`config.mk`:
```
export PLATFORM = sky130hd
export DESIGN_NAME = cos_scaler
export DESIGN_NICKNAME = d
export VERILOG_FILES = /design/src/cos_pkg.sv /design/src/cos_scaler.sv
export SDC_FILE = /design/constraint.sdc
export NUM_CORES = 2
export LEC_CHECK = 0
export BUFFER_PORTS_ARGS = -buffer_cell sky130_fd_sc_hd__buf_2
export CORE_UTILIZATION = 60
export CTS_BUF_LIST = sky130_fd_sc_hd__clkbuf_8
export CTS_CLUSTER_DIAMETER = 120
export DETAILED_ROUTE_END_ITERATION = 16
export PLACE_DENSITY = 0.77
export SLEW_MARGIN = 20
export SYNTH_ARGS = -nofsm -noshare
export SYNTH_HDL_FRONTEND = slang
export SYNTH_SLANG_ARGS = --single-unit
export TNS_END_PERCENT = 1
```
`constraint.sdc`:
```
create_clock -name clk_in -period 245.9 [get_ports clk_in]
set_input_delay 12.295 -clock clk_in [delete_from_list [all_inputs] [get_ports clk_in]]
set_output_delay 12.295 -clock clk_in [all_outputs]
set_load 0.02 [all_outputs]
```
`src/cos_pkg.sv`:
```
// package of constants, types and register map for the current output scaler
package cos_pkg;

    // clock and time base
    localparam int CLK_PERIOD_NS = 8;
    localparam int TENTH_S_NS    = 100000000;                   // 0.1 s step of the hold timer
    localparam int TENTH_CYCLES  = TENTH_S_NS / CLK_PERIOD_NS;  // least count is one cycle
    localparam int TENTHS_PER_S  = 10;

    // register byte offsets
    localparam logic [7:0] OFS_CTRL     = 8'h00;
    localparam logic [7:0] OFS_SCALE_LO = 8'h04;
    localparam logic [7:0] OFS_SCALE_HI = 8'h08;
    localparam logic [7:0] OFS_EXT      = 8'h0c;
    localparam logic [7:0] OFS_SWING    = 8'h10;
    localparam logic [7:0] OFS_HOLD_T   = 8'h14;
    localparam logic [7:0] OFS_OFFSET   = 8'h18;
    localparam logic [7:0] OFS_BUS_SP   = 8'h1c;
    localparam logic [7:0] OFS_BUS_TO   = 8'h20;
    localparam logic [7:0] OFS_STATUS   = 8'h24;
    localparam logic [7:0] OFS_SETPOINT = 8'h28;
    localparam logic [7:0] OFS_CAPTURE  = 8'h2c;

    // control register field positions
    localparam int CTRL_MODE_LSB  = 0;
    localparam int CTRL_FAULT_LSB = 2;
    localparam int CTRL_CUR_SRC   = 4;
    localparam int CTRL_DISP_SRC  = 5;
    localparam int CTRL_RELAY_LSB = 6;
    localparam int CTRL_KIND      = 10;
    localparam int EXT_HI_LSB     = 16;

    // currents in 1/256 mA
    localparam logic signed [31:0] I_BASE_4MA  = 32'sh0000_0400;
    localparam logic signed [31:0] I_NOM_20MA  = 32'sh0000_1400;
    localparam logic signed [31:0] I_ABS_MAX   = 32'sh0000_1800;  // 24 mA
    localparam logic signed [31:0] SPAN_16MA   = 32'sh0000_1000;
    localparam logic signed [31:0] SPAN_20MA   = 32'sh0000_1400;
    localparam logic signed [31:0] PERMILLE    = 32'sh0000_03e8;
    localparam logic [15:0]        I_FAULT_HI  = 16'h161a;        // 22.1 mA
    localparam logic [15:0]        I_FAULT_LO  = 16'h0366;        // 3.4 mA
    localparam logic [15:0]        I_ZERO      = 16'h0000;

    // setting limits
    localparam logic [15:0] LO_EXT_MAX = 16'h03e7;  // 99.9 %
    localparam logic [15:0] HI_EXT_MAX = 16'h00c7;  // 19.9 %
    localparam logic [15:0] HOLD_T_MAX = 16'h00c7;  // 19.9 s
    localparam logic [15:0] BUS_TO_MAX = 16'h0063;  // 99 s
    localparam logic [15:0] OFFSET_MAX = 16'h0063;  // 99 degrees

    // values after reset
    localparam logic [15:0] RST_SCALE_LO = 16'h0000;
    localparam logic [15:0] RST_SCALE_HI = 16'h03e8;
    localparam logic [15:0] RST_SWING    = 16'h000a;
    localparam logic [15:0] RST_ZERO16   = 16'h0000;

    typedef enum logic [1:0] {COS_OFF, COS_0_20, COS_4_20, COS_BUS} cos_mode_e;
    typedef enum logic [1:0] {COS_NO_CHANGE, COS_F_22MA1, COS_F_3MA4, COS_F_0MA} cos_fault_e;

    typedef struct packed {
        cos_mode_e         mode;
        cos_fault_e        fault;
        logic              cur_src;       // current_out_source: 1 = captured
        logic              disp_src;      // display_source: 1 = captured
        logic [3:0]        relay_src;     // relay_source_1..4
        logic              detect_kind;   // 0 = peak, 1 = drop
        logic signed [15:0] scale_lo;     // scale_low_input
        logic signed [15:0] scale_hi;     // scale_high_input
        logic [9:0]        lo_ext;        // lower_extension_pct in 0.1 %
        logic [7:0]        hi_ext;        // upper_extension_pct in 0.1 %
        logic [15:0]       swing;         // minimum_swing
        logic [7:0]        hold_t;        // peak_show_duration in 0.1 s
        logic signed [7:0] offset;        // scale_offset in degrees
        logic [15:0]       bus_sp;        // bus setpoint, 1/256 mA
        logic [6:0]        bus_to;        // bus timeout in s
    } cos_cfg_s;

    typedef struct packed {
        logic [15:0] display;
        logic [3:0][15:0] relay;
    } cos_view_s;

endpackage

```
`src/cos_scaler.sv`:
```
// current output scaler with peak capture, source selection and register port
`timescale 1ns/10ps
// Contract
// - modes: disabled, 0-20 mA, 4-20 mA, bus-written setpoint.
// - scale_low_input maps to 0 mA or 4 mA by mode.
// - scale_high_input maps to exactly 20 mA.
// - 4-20 mode: (W-low)/(high-low)*16 mA + 4 mA.
// - 0-20 mode: (W-low)/(high-low)*20 mA.
// - low above high gives a falling characteristic, same formulas.
// - out-of-range setpoint clamps to nearer limit, never beyond 0-24 mA.
// - lower limit is 4 mA less lower_extension_pct of 4 mA; the code uses 0 mA as the lower limit in 0-20 mode.
// - upper limit is 20 mA plus upper_extension_pct of 20 mA.
// - critical situation applies fault level: hold, 22.1, 3.4 or 0 mA; in bus mode critical_in is ignored and only the bus timeout applies it.
// - after the critical situation the computed value returns.
// - current_out_source picks live reading or captured value.
// - peak or drop captured only when swing reaches minimum_swing.
// - captured value kept at most peak_show_duration, 0.1 s steps.
// - zero duration: hold until escape if captured shown, else none.
// - display_source picks live reading or captured value.
// - each of four relays picks live reading or captured value.
// - signed scale_offset within 99 degrees added to measurement.
// - bus setpoint in 1/256 mA, high byte integer part.
// - no bus write longer than timeout applies fault level.
module cos_scaler #(
    parameter int TICK_CYCLES = cos_pkg::TENTH_CYCLES
) (
    input  wire logic               clk_in,
    input  wire logic               rst_n_in,
    input  wire logic [7:0]         addr_in,
    input  wire logic [31:0]        wdata_in,
    input  wire logic               wr_in,
    input  wire logic               rd_in,
    output logic [31:0]             rdata_out,
    input  wire logic signed [15:0] meas_in,
    input  wire logic               meas_valid_in,
    input  wire logic               critical_in,
    input  wire logic               esc_key_in,
    output logic [15:0]             setpoint_out,
    output logic                    out_en_out,
    output logic                    fault_out,
    output cos_pkg::cos_view_s      view_out
);

    typedef struct packed {
        cos_pkg::cos_cfg_s  cfg;
        logic               esc_meta;
        logic               esc_sync;
        logic               esc_prev;
        logic [23:0]        tick_cnt;
        logic [3:0]         tenth_cnt;
        logic [6:0]         sec_cnt;
        logic signed [15:0] live;
        logic signed [15:0] track;
        logic signed [15:0] peak;
        logic               peak_valid;
        logic [7:0]         hold_cnt;
        logic [15:0]        setpoint;
        logic               out_en;
        logic               fault;
        cos_pkg::cos_view_s view;
        logic [31:0]        rdata;
    } cos_state_s;

    cos_state_s state_r;
    cos_state_s state_nxt;

    // saturate an unsigned write value to a ceiling
    function automatic logic [15:0] sat_u(input logic [15:0] val, input logic [15:0] top);
        sat_u = (val > top) ? top : val;
    endfunction

    // difference of two signed words, one bit wider
    function automatic logic signed [16:0] sdiff(input logic signed [15:0] a, input logic signed [15:0] b);
        sdiff = 17'({a[15], a}) - 17'({b[15], b});
    endfunction

    // linear scaling of the source value, result in 1/256 mA
    function automatic logic signed [31:0] scale_val(input logic signed [15:0] w, input cos_pkg::cos_cfg_s c);
        logic signed [31:0] num;
        logic signed [31:0] den;
        logic signed [31:0] span;
        logic signed [31:0] base;
        span = (c.mode == cos_pkg::COS_4_20) ? cos_pkg::SPAN_16MA : cos_pkg::SPAN_20MA;
        base = (c.mode == cos_pkg::COS_4_20) ? cos_pkg::I_BASE_4MA : 32'sh0;
        num  = 32'(sdiff(w, c.scale_lo)) * span;
        den  = 32'(sdiff(c.scale_hi, c.scale_lo));                                     // sign carries reversal
        if (den == 32'sh0)
        begin
            scale_val = base;
        end
        else
        begin
            scale_val = num / den + base;
        end
    endfunction

    // clamp to the extended working range, never outside 0-24 mA
    function automatic logic [15:0] clamp_val(input logic signed [31:0] v, input cos_pkg::cos_cfg_s c);
        logic signed [31:0] lo;
        logic signed [31:0] hi;
        lo = cos_pkg::I_BASE_4MA - (cos_pkg::I_BASE_4MA * 32'($unsigned(c.lo_ext))) / cos_pkg::PERMILLE;
        hi = cos_pkg::I_NOM_20MA + (cos_pkg::I_NOM_20MA * 32'($unsigned(c.hi_ext))) / cos_pkg::PERMILLE;
        if (c.mode == cos_pkg::COS_0_20)
        begin
            lo = 32'sh0;
        end
        if (hi > cos_pkg::I_ABS_MAX)
        begin
            hi = cos_pkg::I_ABS_MAX;
        end
        if (v < lo)
        begin
            clamp_val = lo[15:0];
        end
        else if (v > hi)
        begin
            clamp_val = hi[15:0];
        end
        else
        begin
            clamp_val = v[15:0];
        end
    endfunction

    logic signed [15:0] held_val;
    logic signed [15:0] src_val;
    logic signed [15:0] meas_ofs;
    logic signed [16:0] meas_sum;
    logic               tenth_tick;
    logic               sec_tick;
    logic               esc_edge;
    logic               bus_wr;
    logic               crit;
    logic [15:0]        calc_sp;
    logic [15:0]        fault_sp;
    logic signed [15:0] ofs_w;

    // shared decodes and the value chosen for the setpoint
    always_comb
    begin
        held_val   = state_r.peak_valid ? state_r.peak : state_r.live;
        src_val    = state_r.cfg.cur_src ? held_val : state_r.live;
        meas_sum   = 17'({meas_in[15], meas_in}) + 17'({{8{state_r.cfg.offset[7]}}, state_r.cfg.offset});
        meas_ofs   = meas_sum[15:0];
        tenth_tick = (state_r.tick_cnt == 24'(TICK_CYCLES - 1));
        sec_tick   = tenth_tick && (state_r.tenth_cnt == 4'(cos_pkg::TENTHS_PER_S - 1));
        esc_edge   = state_r.esc_sync && !state_r.esc_prev;
        bus_wr     = wr_in && (addr_in == cos_pkg::OFS_BUS_SP);
        ofs_w      = 16'($signed(wdata_in[15:0]));
        if (ofs_w > $signed(cos_pkg::OFFSET_MAX))
        begin
            ofs_w = $signed(cos_pkg::OFFSET_MAX);
        end
        else if (ofs_w < -$signed(cos_pkg::OFFSET_MAX))
        begin
            ofs_w = -$signed(cos_pkg::OFFSET_MAX);
        end
        // bus mode setpoint also kept inside 0-24 mA
        if (state_r.cfg.mode == cos_pkg::COS_BUS)
        begin
            calc_sp = (state_r.cfg.bus_sp > cos_pkg::I_ABS_MAX[15:0]) ? cos_pkg::I_ABS_MAX[15:0]
                      : state_r.cfg.bus_sp;
            crit    = (state_r.cfg.bus_to != 7'h0) && (state_r.sec_cnt > state_r.cfg.bus_to);
        end
        else
        begin
            calc_sp = clamp_val(scale_val(src_val, state_r.cfg), state_r.cfg);
            crit    = critical_in;
        end
        case (state_r.cfg.fault)
            cos_pkg::COS_NO_CHANGE: fault_sp = state_r.setpoint;
            cos_pkg::COS_F_22MA1:   fault_sp = cos_pkg::I_FAULT_HI;
            cos_pkg::COS_F_3MA4:    fault_sp = cos_pkg::I_FAULT_LO;
            cos_pkg::COS_F_0MA:     fault_sp = cos_pkg::I_ZERO;
            default:                fault_sp = state_r.setpoint;
        endcase
    end

    // next-state logic for the whole block
    always_comb
    begin
        logic cap_now;                                                                  // a capture in this cycle
        cap_now   = 1'b0;
        state_nxt = state_r;

        // escape key synchroniser
        state_nxt.esc_meta = esc_key_in;
        state_nxt.esc_sync = state_r.esc_meta;
        state_nxt.esc_prev = state_r.esc_sync;

        // tenth-second and second time base
        state_nxt.tick_cnt = tenth_tick ? 24'h0 : state_r.tick_cnt + 24'h1;
        if (tenth_tick)
        begin
            state_nxt.tenth_cnt = sec_tick ? 4'h0 : state_r.tenth_cnt + 4'h1;
        end

        // seconds since the last bus setpoint write, saturating
        if (bus_wr)
        begin
            state_nxt.sec_cnt = 7'h0;
        end
        else if (sec_tick && (state_r.sec_cnt != 7'h7f))
        begin
            state_nxt.sec_cnt = state_r.sec_cnt + 7'h1;
        end

        // live reading with offset
        if (meas_valid_in)
        begin
            state_nxt.live = meas_ofs;
        end

        // peak or drop tracking on each new reading
        if (meas_valid_in)
        begin
            if (!state_r.cfg.detect_kind)
            begin
                if (meas_ofs > state_r.track)
                begin
                    state_nxt.track = meas_ofs;
                end
                else if (sdiff(state_r.track, meas_ofs) >= 17'({1'b0, state_r.cfg.swing}))
                begin
                    cap_now              = 1'b1;
                    state_nxt.peak       = state_r.track;
                    state_nxt.peak_valid = 1'b1;
                    state_nxt.hold_cnt   = state_r.cfg.hold_t;
                    state_nxt.track      = meas_ofs;
                end
            end
            else
            begin
                if (meas_ofs < state_r.track)
                begin
                    state_nxt.track = meas_ofs;
                end
                else if (sdiff(meas_ofs, state_r.track) >= 17'({1'b0, state_r.cfg.swing}))
                begin
                    cap_now              = 1'b1;
                    state_nxt.peak       = state_r.track;
                    state_nxt.peak_valid = 1'b1;
                    state_nxt.hold_cnt   = state_r.cfg.hold_t;
                    state_nxt.track      = meas_ofs;
                end
            end
        end

        // expiry of the captured value; a new capture wins over expiry
        if (state_r.peak_valid && !cap_now)
        begin
            if (state_r.cfg.hold_t == 8'h0)
            begin
                if (!state_r.cfg.disp_src || esc_edge)
                begin
                    state_nxt.peak_valid = 1'b0;
                end
            end
            else if (tenth_tick)
            begin
                if (state_r.hold_cnt <= 8'h1)
                begin
                    state_nxt.peak_valid = 1'b0;
                end
                else
                begin
                    state_nxt.hold_cnt = state_r.hold_cnt - 8'h1;
                end
            end
        end

        // setpoint and output enable
        state_nxt.out_en = (state_r.cfg.mode != cos_pkg::COS_OFF);
        state_nxt.fault  = crit && (state_r.cfg.mode != cos_pkg::COS_OFF);
        if (state_r.cfg.mode == cos_pkg::COS_OFF)
        begin
            state_nxt.setpoint = cos_pkg::I_ZERO;
        end
        else if (crit)
        begin
            state_nxt.setpoint = fault_sp;
        end
        else
        begin
            state_nxt.setpoint = calc_sp;
        end

        // display and relay sources
        state_nxt.view.display = state_r.cfg.disp_src ? held_val : state_r.live;
        for (int i = 0; i < 4; i++)
        begin
            state_nxt.view.relay[i] = state_r.cfg.relay_src[i] ? held_val : state_r.live;
        end

        // register writes
        if (wr_in)
        begin
            case (addr_in)
                cos_pkg::OFS_CTRL:
                begin
                    state_nxt.cfg.mode        = cos_pkg::cos_mode_e'(wdata_in[cos_pkg::CTRL_MODE_LSB +: 2]);
                    state_nxt.cfg.fault       = cos_pkg::cos_fault_e'(wdata_in[cos_pkg::CTRL_FAULT_LSB +: 2]);
                    state_nxt.cfg.cur_src     = wdata_in[cos_pkg::CTRL_CUR_SRC];
                    state_nxt.cfg.disp_src    = wdata_in[cos_pkg::CTRL_DISP_SRC];
                    state_nxt.cfg.relay_src   = wdata_in[cos_pkg::CTRL_RELAY_LSB +: 4];
                    state_nxt.cfg.detect_kind = wdata_in[cos_pkg::CTRL_KIND];
                end
                cos_pkg::OFS_SCALE_LO: state_nxt.cfg.scale_lo = $signed(wdata_in[15:0]);
                cos_pkg::OFS_SCALE_HI: state_nxt.cfg.scale_hi = $signed(wdata_in[15:0]);
                cos_pkg::OFS_EXT:
                begin
                    state_nxt.cfg.lo_ext = 10'(sat_u(wdata_in[15:0], cos_pkg::LO_EXT_MAX));
                    state_nxt.cfg.hi_ext = 8'(sat_u(wdata_in[cos_pkg::EXT_HI_LSB +: 16],
                                                    cos_pkg::HI_EXT_MAX));
                end
                cos_pkg::OFS_SWING:    state_nxt.cfg.swing  = wdata_in[15:0];
                cos_pkg::OFS_HOLD_T:   state_nxt.cfg.hold_t = 8'(sat_u(wdata_in[15:0], cos_pkg::HOLD_T_MAX));
                cos_pkg::OFS_OFFSET:   state_nxt.cfg.offset = ofs_w[7:0];
                cos_pkg::OFS_BUS_SP:   state_nxt.cfg.bus_sp = wdata_in[15:0];
                cos_pkg::OFS_BUS_TO:   state_nxt.cfg.bus_to = 7'(sat_u(wdata_in[15:0], cos_pkg::BUS_TO_MAX));
                default:               state_nxt.cfg = state_r.cfg;
            endcase
        end

        // register reads, data valid only in the following cycle
        state_nxt.rdata = 32'h0;
        if (rd_in)
        begin
            case (addr_in)
                cos_pkg::OFS_CTRL:     state_nxt.rdata = {21'h0, state_r.cfg.detect_kind, state_r.cfg.relay_src,
                                                          state_r.cfg.disp_src, state_r.cfg.cur_src,
                                                          state_r.cfg.fault, state_r.cfg.mode};
                cos_pkg::OFS_SCALE_LO: state_nxt.rdata = {16'h0, state_r.cfg.scale_lo};
                cos_pkg::OFS_SCALE_HI: state_nxt.rdata = {16'h0, state_r.cfg.scale_hi};
                cos_pkg::OFS_EXT:      state_nxt.rdata = {8'h0, state_r.cfg.hi_ext, 6'h0, state_r.cfg.lo_ext};
                cos_pkg::OFS_SWING:    state_nxt.rdata = {16'h0, state_r.cfg.swing};
                cos_pkg::OFS_HOLD_T:   state_nxt.rdata = {24'h0, state_r.cfg.hold_t};
                cos_pkg::OFS_OFFSET:   state_nxt.rdata = {24'h0, state_r.cfg.offset};
                cos_pkg::OFS_BUS_SP:   state_nxt.rdata = {16'h0, state_r.cfg.bus_sp};
                cos_pkg::OFS_BUS_TO:   state_nxt.rdata = {25'h0, state_r.cfg.bus_to};
                cos_pkg::OFS_STATUS:   state_nxt.rdata = {21'h0, state_r.sec_cnt, state_r.hold_cnt == 8'h0,
                                                          state_r.out_en, state_r.fault, state_r.peak_valid};
                cos_pkg::OFS_SETPOINT: state_nxt.rdata = {16'h0, state_r.setpoint};
                cos_pkg::OFS_CAPTURE:  state_nxt.rdata = {16'h0, state_r.peak};
                default:               state_nxt.rdata = 32'h0;
            endcase
        end
    end

    // state register
    always_ff @(posedge clk_in or negedge rst_n_in)
    begin
        if (!rst_n_in)
        begin
            state_r                  <= '0;
            state_r.cfg.scale_lo     <= cos_pkg::RST_SCALE_LO;
            state_r.cfg.scale_hi     <= cos_pkg::RST_SCALE_HI;
            state_r.cfg.swing        <= cos_pkg::RST_SWING;
            state_r.cfg.mode         <= cos_pkg::COS_OFF;
            state_r.cfg.fault        <= cos_pkg::COS_NO_CHANGE;
        end
        else
        begin
            state_r <= state_nxt;
        end
    end

    // outputs straight from the state register
    assign rdata_out    = state_r.rdata;
    assign setpoint_out = state_r.setpoint;
    assign out_en_out   = state_r.out_en;
    assign fault_out    = state_r.fault;
    assign view_out     = state_r.view;

endmodule

```
## After elaboration in Yosys (flattened, before gate mapping)

Index checks and enable logic that the tools add are counted.

| storage, ports and cells | value |
|---|---|
| output and inout port bits | 130 |
| input port bits | 63 |
| register bits | 341 |

| cells by class | value |
|---|---|
| reductions and logical operators | 33 |
| multiply operators | 2 |
| muxes and demuxes | 56 |
| eq/ne operators | 25 |
| add/subtract/negate cells | 12 |
| divide/modulo/power cells | 3 |
| $lt $le $gt $ge | 16 |

Operator list:

| cell | count |
|---|---|
| $pmux W24 S12 | 1 |
| $mux W16 | 15 |
| $mux W32 | 6 |
| $mux W41 | 3 |
| $sub A16 B16 Y17 | 4 |
| $mux W25 | 2 |
| $gt A16 B8 Y1 const B | 3 |
| $mux W24 | 2 |
| $mux W8 | 6 |
| $pmux W16 S3 | 1 |
| $ge A17 B16 Y1 | 2 |
| $add A13 B32 Y32 const A | 1 |
| $add A32 B12 Y32 | 1 |
| $div A20 B10 Y32 const B | 1 |
| $div A21 B10 Y32 const B | 1 |
| $div A32 B32 Y32 | 1 |
| $eq A8 B5 Y1 const B | 4 |
| $eq A8 B6 Y1 const B | 4 |
| $gt A32 B14 Y1 const B | 1 |
| $gt A32 B32 Y1 | 1 |
| $logic_not A32 Y1 | 1 |
| $lt A32 B32 Y1 | 1 |
| $sub A11 B32 Y32 const A | 1 |
| $mul A17 B14 Y31 | 1 |
| other kinds (42) | 83 |

## Longest topological paths before layout

| logic depth | value |
|---|---|
| word-level depth | 14 |
| depth in mapped cells | 558 |
| depth with buffers taken out | 535 |

## Least setup slack after synthesis

No wires, ideal clock.

| timing | value |
|---|---|
| path type | reg2reg |
| start | reg state_r[138] in the netlist's numbering |
| end | reg state_r, in the netlist setpoint_out[8] |
| clock period less this slack | 95.405 ns |
| slack | 150.495 ns |
| arrival time | 95.279 ns |
| buffers on the path | 34 |
| setup time | 0.126 ns |
| stages on the path, launching flop included | 531 |
| cell sequence | dfrtp_1 clkbuf_1 nand2_1 clkbuf_1 mux2i_1 inv_1 ha_1 nor2b_1 o21ai_0 nand2b_1 a21o_1 a21o_1 a21o_1 a21o_1 a21o_1 a21o_1 a21o_1 a21o_1 [... 495 more ...] nand3_1 a221o_1 o21bai_1 nor4_1 and2_1 nand4_1 a21oi_1 xor2_1 nor2_1 ha_1 o21ai_0 inv_1 a2111oi_0 a211oi_2 buf_4 o21ai_2 o31ai_1 a221o_1 |

| on the way | value |
|---|---|
| longest elaborated chain between the ends | 14 |

Ends and longest elaborated chain:

| item | RTL line | text |
|---|---|---|
| start, declared | cos_scaler.sv:64 | `cos_state_s state_r;` |
| start signal, assigned | cos_scaler.sv:364 | `state_r <= state_nxt;` |
| $mux W16 (*) | cos_scaler.sv:141 | `held_val = state_r.peak_valid ? state_r.peak : state_r.live;` |
| $mux W16 (*) | cos_scaler.sv:142 | `src_val = state_r.cfg.cur_src ? held_val : state_r.live;` |
| $sub A16 B16 Y17 (*) | cos_scaler.sv:74 | `sdiff = 17'({a[15], a}) - 17'({b[15], b});` |
| $mul A17 B14 Y31 (*) | cos_scaler.sv:85 | `num = 32'(sdiff(w, c.scale_lo)) * span;` |
| $div A32 B32 Y32 (*) | cos_scaler.sv:93 | `scale_val = num / den + base;` |
| $add A32 B12 Y32 (*) | cos_scaler.sv:93 |  |
| $mux W32 (*) | cos_scaler.sv:87 | `if (den == 32'sh0)` |
| $mux W32 (*) | cos_scaler.sv:159 | `if (state_r.cfg.mode == cos_pkg::COS_BUS)` |
| $gt A32 B32 Y1 | cos_scaler.sv:115 | `else if (v > hi)` |
| $mux W16 | cos_scaler.sv:115 |  |
| $mux W16 (*) | cos_scaler.sv:111 | `if (v < lo)` |
| $mux W16 (*) | cos_scaler.sv:159 |  |
| $mux W16 (*) | cos_scaler.sv:279 | `else if (crit)` |
| $mux W16 (*) | cos_scaler.sv:275 | `if (state_r.cfg.mode == cos_pkg::COS_OFF)` |

Mark *: on every way between the ends. The rest lies on a longest branch, timed or not. The select of a mux whose other input is x is not followed.
A chain may end at the register's enable or synchronous reset.

## Worst setup path in the final report

| timing | value |
|---|---|
| start | reg state_r[138] in the netlist's numbering |
| end | reg state_r, in the netlist setpoint_out[11] |

Same word-level chain as after synthesis.

==> metrics.md <==
| Metric | Value |
|---|---|
| Max Used Layer | met5 |
| Worst setup slack for register-to-register paths | roughly 140 ns |
| Detail Placement HPWL | 162,000 um |
| Number of sinks on the clock net | approximately 330 |
| Global-route total usage across every layer | about two fifths |
| Pin count of the biggest net entering global routing | between 100 and 150 |
| Num ports | 193 |
| Share of layout cells above drive strength 1 | 11.2% |
| Effective utilization at floorplan | 60.7% |
| Final-report hold violation count | 0 |
| Overall die width | 318 um |
| Clock tree buffer depth | 3 |
| Top cells by area in the synthesized netlist | sky130_fd_sc_hd__ha_1 17%, sky130_fd_sc_hd__dfrtp_1 14%, sky130_fd_sc_hd__xnor2_1 5.4% |
| Root buffer cell | sky130_fd_sc_hd__clkbuf_8 |
| Number of setup violations in the final report | 0 |
| Origin of the worst min-delay path | state_nxt[223]$_DFF_PN0_ |
| Overall die area | between 100,000 and 150,000 um^2 |
| Number of standard-cell rows in the floorplan | 115 |
| Count of distinct cell types in the synthesized netlist | 147 |
| Clock tree from TritonCTS | done |
| Global placer's final weighted congestion | 1.05 |
| Quantity of gates resized following cts | 0 |
| CTS clk-pin slew, worst paths | 0.07 ns |
| Tcrit/Tclk final | 44.8% |
| Critical-path maximum fanout | 37 |
| Hold Path Class | reg2reg |
| Die height | 318 um |
| Syn Inst Count | 7,775 |
| Depth of the worst hold-timing path | 0 |
| Area of the mapped netlist | 59,900 um^2 |
| Met3 wirelength from detailed routing | 18,700 um |
| Layout overhead on the synthesized area | 4.95% |
| RR Startpoint | state_r[138]$_DFF_PN0_ |
| Average instance area after synthesis | 7.70 um^2 |
| Worst hold endpoint | state_nxt[222]$_DFF_PN0_ |
| Cell type of the slowest stage on the worst timing path | sky130_fd_sc_hd__o21a_1 |
| Routed vias | 61,092 |
| Category of the most critical setup path | reg2reg |
| Count of buffers inserted at the top-level ports | 184 |
| Layout Nets | approximately 8,700 |
| Register area share after synthesis | 13.9% |
| Leading area contributor after synthesis | sky130_fd_sc_hd__ha_1 |
| Residual DRC count | 0 |
| First-pass GRT wire length | 321,000 um |
| Filler Cells Inserted | 8,833 |
| Share of flip-flops with an asynchronous set or reset | 100% |
| Unrepaired setup endpoints after global routing | false |
| WP data required | 246.39 ns |
| Number of global-route vias before repair | 57,976 |
| Met2 wire len | 92,100 um |
| Number of synthesized flops with an enable pin | 0 |
| Highest clock frequency the design can meet | 0.00908 GHz |
| Final-report max-slew violation count | 0 |
| Share of the synthesized area in the top cell type | 16.9% |
| Top flip-flop cell by instance count after synthesis | sky130_fd_sc_hd__dfrtp_1 |
| Tmin final | between 100 and 150 ns |
| Number of max-cap violations | 0 |
| Library cell appearing most often on the critical path | sky130_fd_sc_hd__o21a_1 |
| Startpoint type of the worst setup path | flip-flop |
| Post-CTS repair timing setup buffer count | 0 |
| CP Data Arrival Time | 110.63 ns |
| Per-cell via count in the routed design | 6.66 |
| Remaining global-route overflow | 0 |
| Drt initial violations | 6,445 |
| H-tree lvl count | 2 |
| Total detailed-routing wirelength | 206,000 um |
| #FFs+latches synth | 333 |
| Synthesis warning total | 0 |
| Clock insertion delay at the later pin of the skew report | between 0.6 and 0.7 ns |
| Delay of the slowest critical-path stage | 0.85 ns |
| Endpoint class of the critical path | flip-flop |
| Measured slew at the worst slew-check pin | approximately 1.2 ns |
| Residual antenna-violating net count after detailed routing | 0 |
| Critical path launch point | state_r[138]$_DFF_PN0_ |
| Pre-Repair DR Iteration Count | 12 |
| Clock buffers created by TritonCTS | 46 |
| Core area | 98,600 um^2 |
| Initial antenna violation count | 9 |
| Max Clock Skew | approximately 0.036 ns |
| Worst r2r dst | setpoint_out[11]$_DFFE_PN0P_ |
| Met1 Wirelength | 82,800 um |
| Slew margin rel. | 19.7% |
| Depth of the worst register-to-register path | 522 |
| Final sum of negative setup slack | 0 ns |
| Drt wl/cell | 22.5 um |
| Count of hold buffers inserted by post-cts repair | 0 |
| Run status | finished, final reports clean |
worst max-delay path: cells and delay by family (launching register included):
kind,cells,cell delay [ns]
simple gates,91,16.52
fa+ha+maj,41,12.20
buf+inv,20,3.88
mux,14,4.87
flops,1,0.52
compound gates,349,70.73
xor+xnor,7,1.03
logic make-up after synthesis:
family	after synthesis	share of synthesized area, %
AO/OA/AOI/OAI	2505	28.5
XOR/XNOR	533	7.85
adder cells (fa/ha/maj)	818	17.2
buffers and inverters	779	5.86
flip-flops	333	13.9
multiplexers	345	6.42
other	2	0.0125
AND/OR/NAND/NOR	2460	20.3
layer usage:
layer	global-route usage [%]	vias up
met1	49.3	28639
met2	64.4	3017
met3	6.60	748
met4	20.8	2
met5	0	-
li1	-	28686
registers in the layout, summed over array words and instances (netlist names):
register	flops
state_r	209
fault_out	1
out_en_out	1
view_out	80
state_nxt	2
rdata_out	24
setpoint_out	16
final cells by class:
cell class | count | area, um^2 | share of cell area [%]
multi-input combinational | 6792 | 48800 | 77.7
sequential | 333 | 8340 | 13.3
timing repair buffer | 276 | 1640 | 2.61
tap | 1287 | 1610 | 2.56
inverter | 392 | 1480 | 2.36
clock buffer | 57 | 785 | 1.25
clock inverter | 26 | 159 | 0.253
antenna | 7 | 17.5 | 0.0279
Yosys cell counts, types with 59 or more instances:
master and instances:
sky130_fd_sc_hd__a211oi_1 59, sky130_fd_sc_hd__a21o_1 261, sky130_fd_sc_hd__a21oi_1 610, sky130_fd_sc_hd__a31oi_1 97, sky130_fd_sc_hd__and2_1 63, sky130_fd_sc_hd__and3_1 70, sky130_fd_sc_hd__buf_4 136, sky130_fd_sc_hd__clkbuf_1 204
sky130_fd_sc_hd__dfrtp_1 325, sky130_fd_sc_hd__ha_1 810, sky130_fd_sc_hd__inv_1 380, sky130_fd_sc_hd__mux2_2 284, sky130_fd_sc_hd__nand2_1 575, sky130_fd_sc_hd__nand2b_1 116, sky130_fd_sc_hd__nand3_1 164, sky130_fd_sc_hd__nand4_1 112
sky130_fd_sc_hd__nor2_1 660, sky130_fd_sc_hd__nor2b_1 98, sky130_fd_sc_hd__nor3_1 284, sky130_fd_sc_hd__o211ai_1 64, sky130_fd_sc_hd__o21a_1 221, sky130_fd_sc_hd__o21ai_0 445, sky130_fd_sc_hd__o21bai_1 142, sky130_fd_sc_hd__or3_1 75
sky130_fd_sc_hd__xnor2_1 367, sky130_fd_sc_hd__xor2_1 163
through the flow:
stage                     worst slack [ns]  std cells  hold WS (ns)  cell area (um^2)  utilization, %
after floorplan                     150.50       7904         0.331             60400               -
after global placement              141.48       9079         0.336             61800            62.7
after detailed placement            138.32       9079         0.340             61800            62.7
after CTS                           137.87       9162         0.369             62800            63.7
after global routing                126.99       9167         0.371             62800            63.7
final                               135.76       9170         0.369             62800            63.8
cells in the final DEF, fill, tap and decap left out, types with 54 or more instances in the layout:
cell / synthesis / routed
sky130_fd_sc_hd__a211oi_1: 59 / 57
sky130_fd_sc_hd__a21o_1: 261 / 261
sky130_fd_sc_hd__a21oi_1: 610 / 606
sky130_fd_sc_hd__a22oi_1: 55 / 55
sky130_fd_sc_hd__a31oi_1: 97 / 94
sky130_fd_sc_hd__and2_1: 63 / 63
sky130_fd_sc_hd__and3_1: 70 / 70
sky130_fd_sc_hd__buf_2: 22 / 183
sky130_fd_sc_hd__buf_4: 136 / 91
sky130_fd_sc_hd__clkbuf_8: 0 / 57
sky130_fd_sc_hd__conb_1: 2 / 131
sky130_fd_sc_hd__dfrtp_1: 325 / 325
sky130_fd_sc_hd__ha_1: 810 / 809
sky130_fd_sc_hd__inv_1: 380 / 394
sky130_fd_sc_hd__mux2_2: 284 / 284
sky130_fd_sc_hd__mux2i_1: 54 / 54
sky130_fd_sc_hd__nand2_1: 575 / 575
sky130_fd_sc_hd__nand2b_1: 116 / 116
sky130_fd_sc_hd__nand3_1: 164 / 164
sky130_fd_sc_hd__nand4_1: 112 / 112
sky130_fd_sc_hd__nor2_1: 660 / 659
sky130_fd_sc_hd__nor2b_1: 98 / 98
sky130_fd_sc_hd__nor3_1: 284 / 283
sky130_fd_sc_hd__o211ai_1: 64 / 64
sky130_fd_sc_hd__o21a_1: 221 / 221
sky130_fd_sc_hd__o21ai_0: 445 / 441
sky130_fd_sc_hd__o21bai_1: 142 / 142
sky130_fd_sc_hd__or3_1: 75 / 75
sky130_fd_sc_hd__xnor2_1: 367 / 358
sky130_fd_sc_hd__xor2_1: 163 / 157
how the worst max path moves through the flow:
stage                                        end  cells past startpoint
global route         setpoint_out[6]$_DFFE_PN0P_                    526
CTS                 setpoint_out[11]$_DFFE_PN0P_                    523
floorplan            setpoint_out[8]$_DFFE_PN0P_                    530
finish              setpoint_out[11]$_DFFE_PN0P_                    522
global placement    setpoint_out[11]$_DFFE_PN0P_                    522
detailed placement  setpoint_out[11]$_DFFE_PN0P_                    524
Power is left out: the tool's default activity adds up to more than one toggle a clock period on the data nets, which glitch-free logic cannot reach.
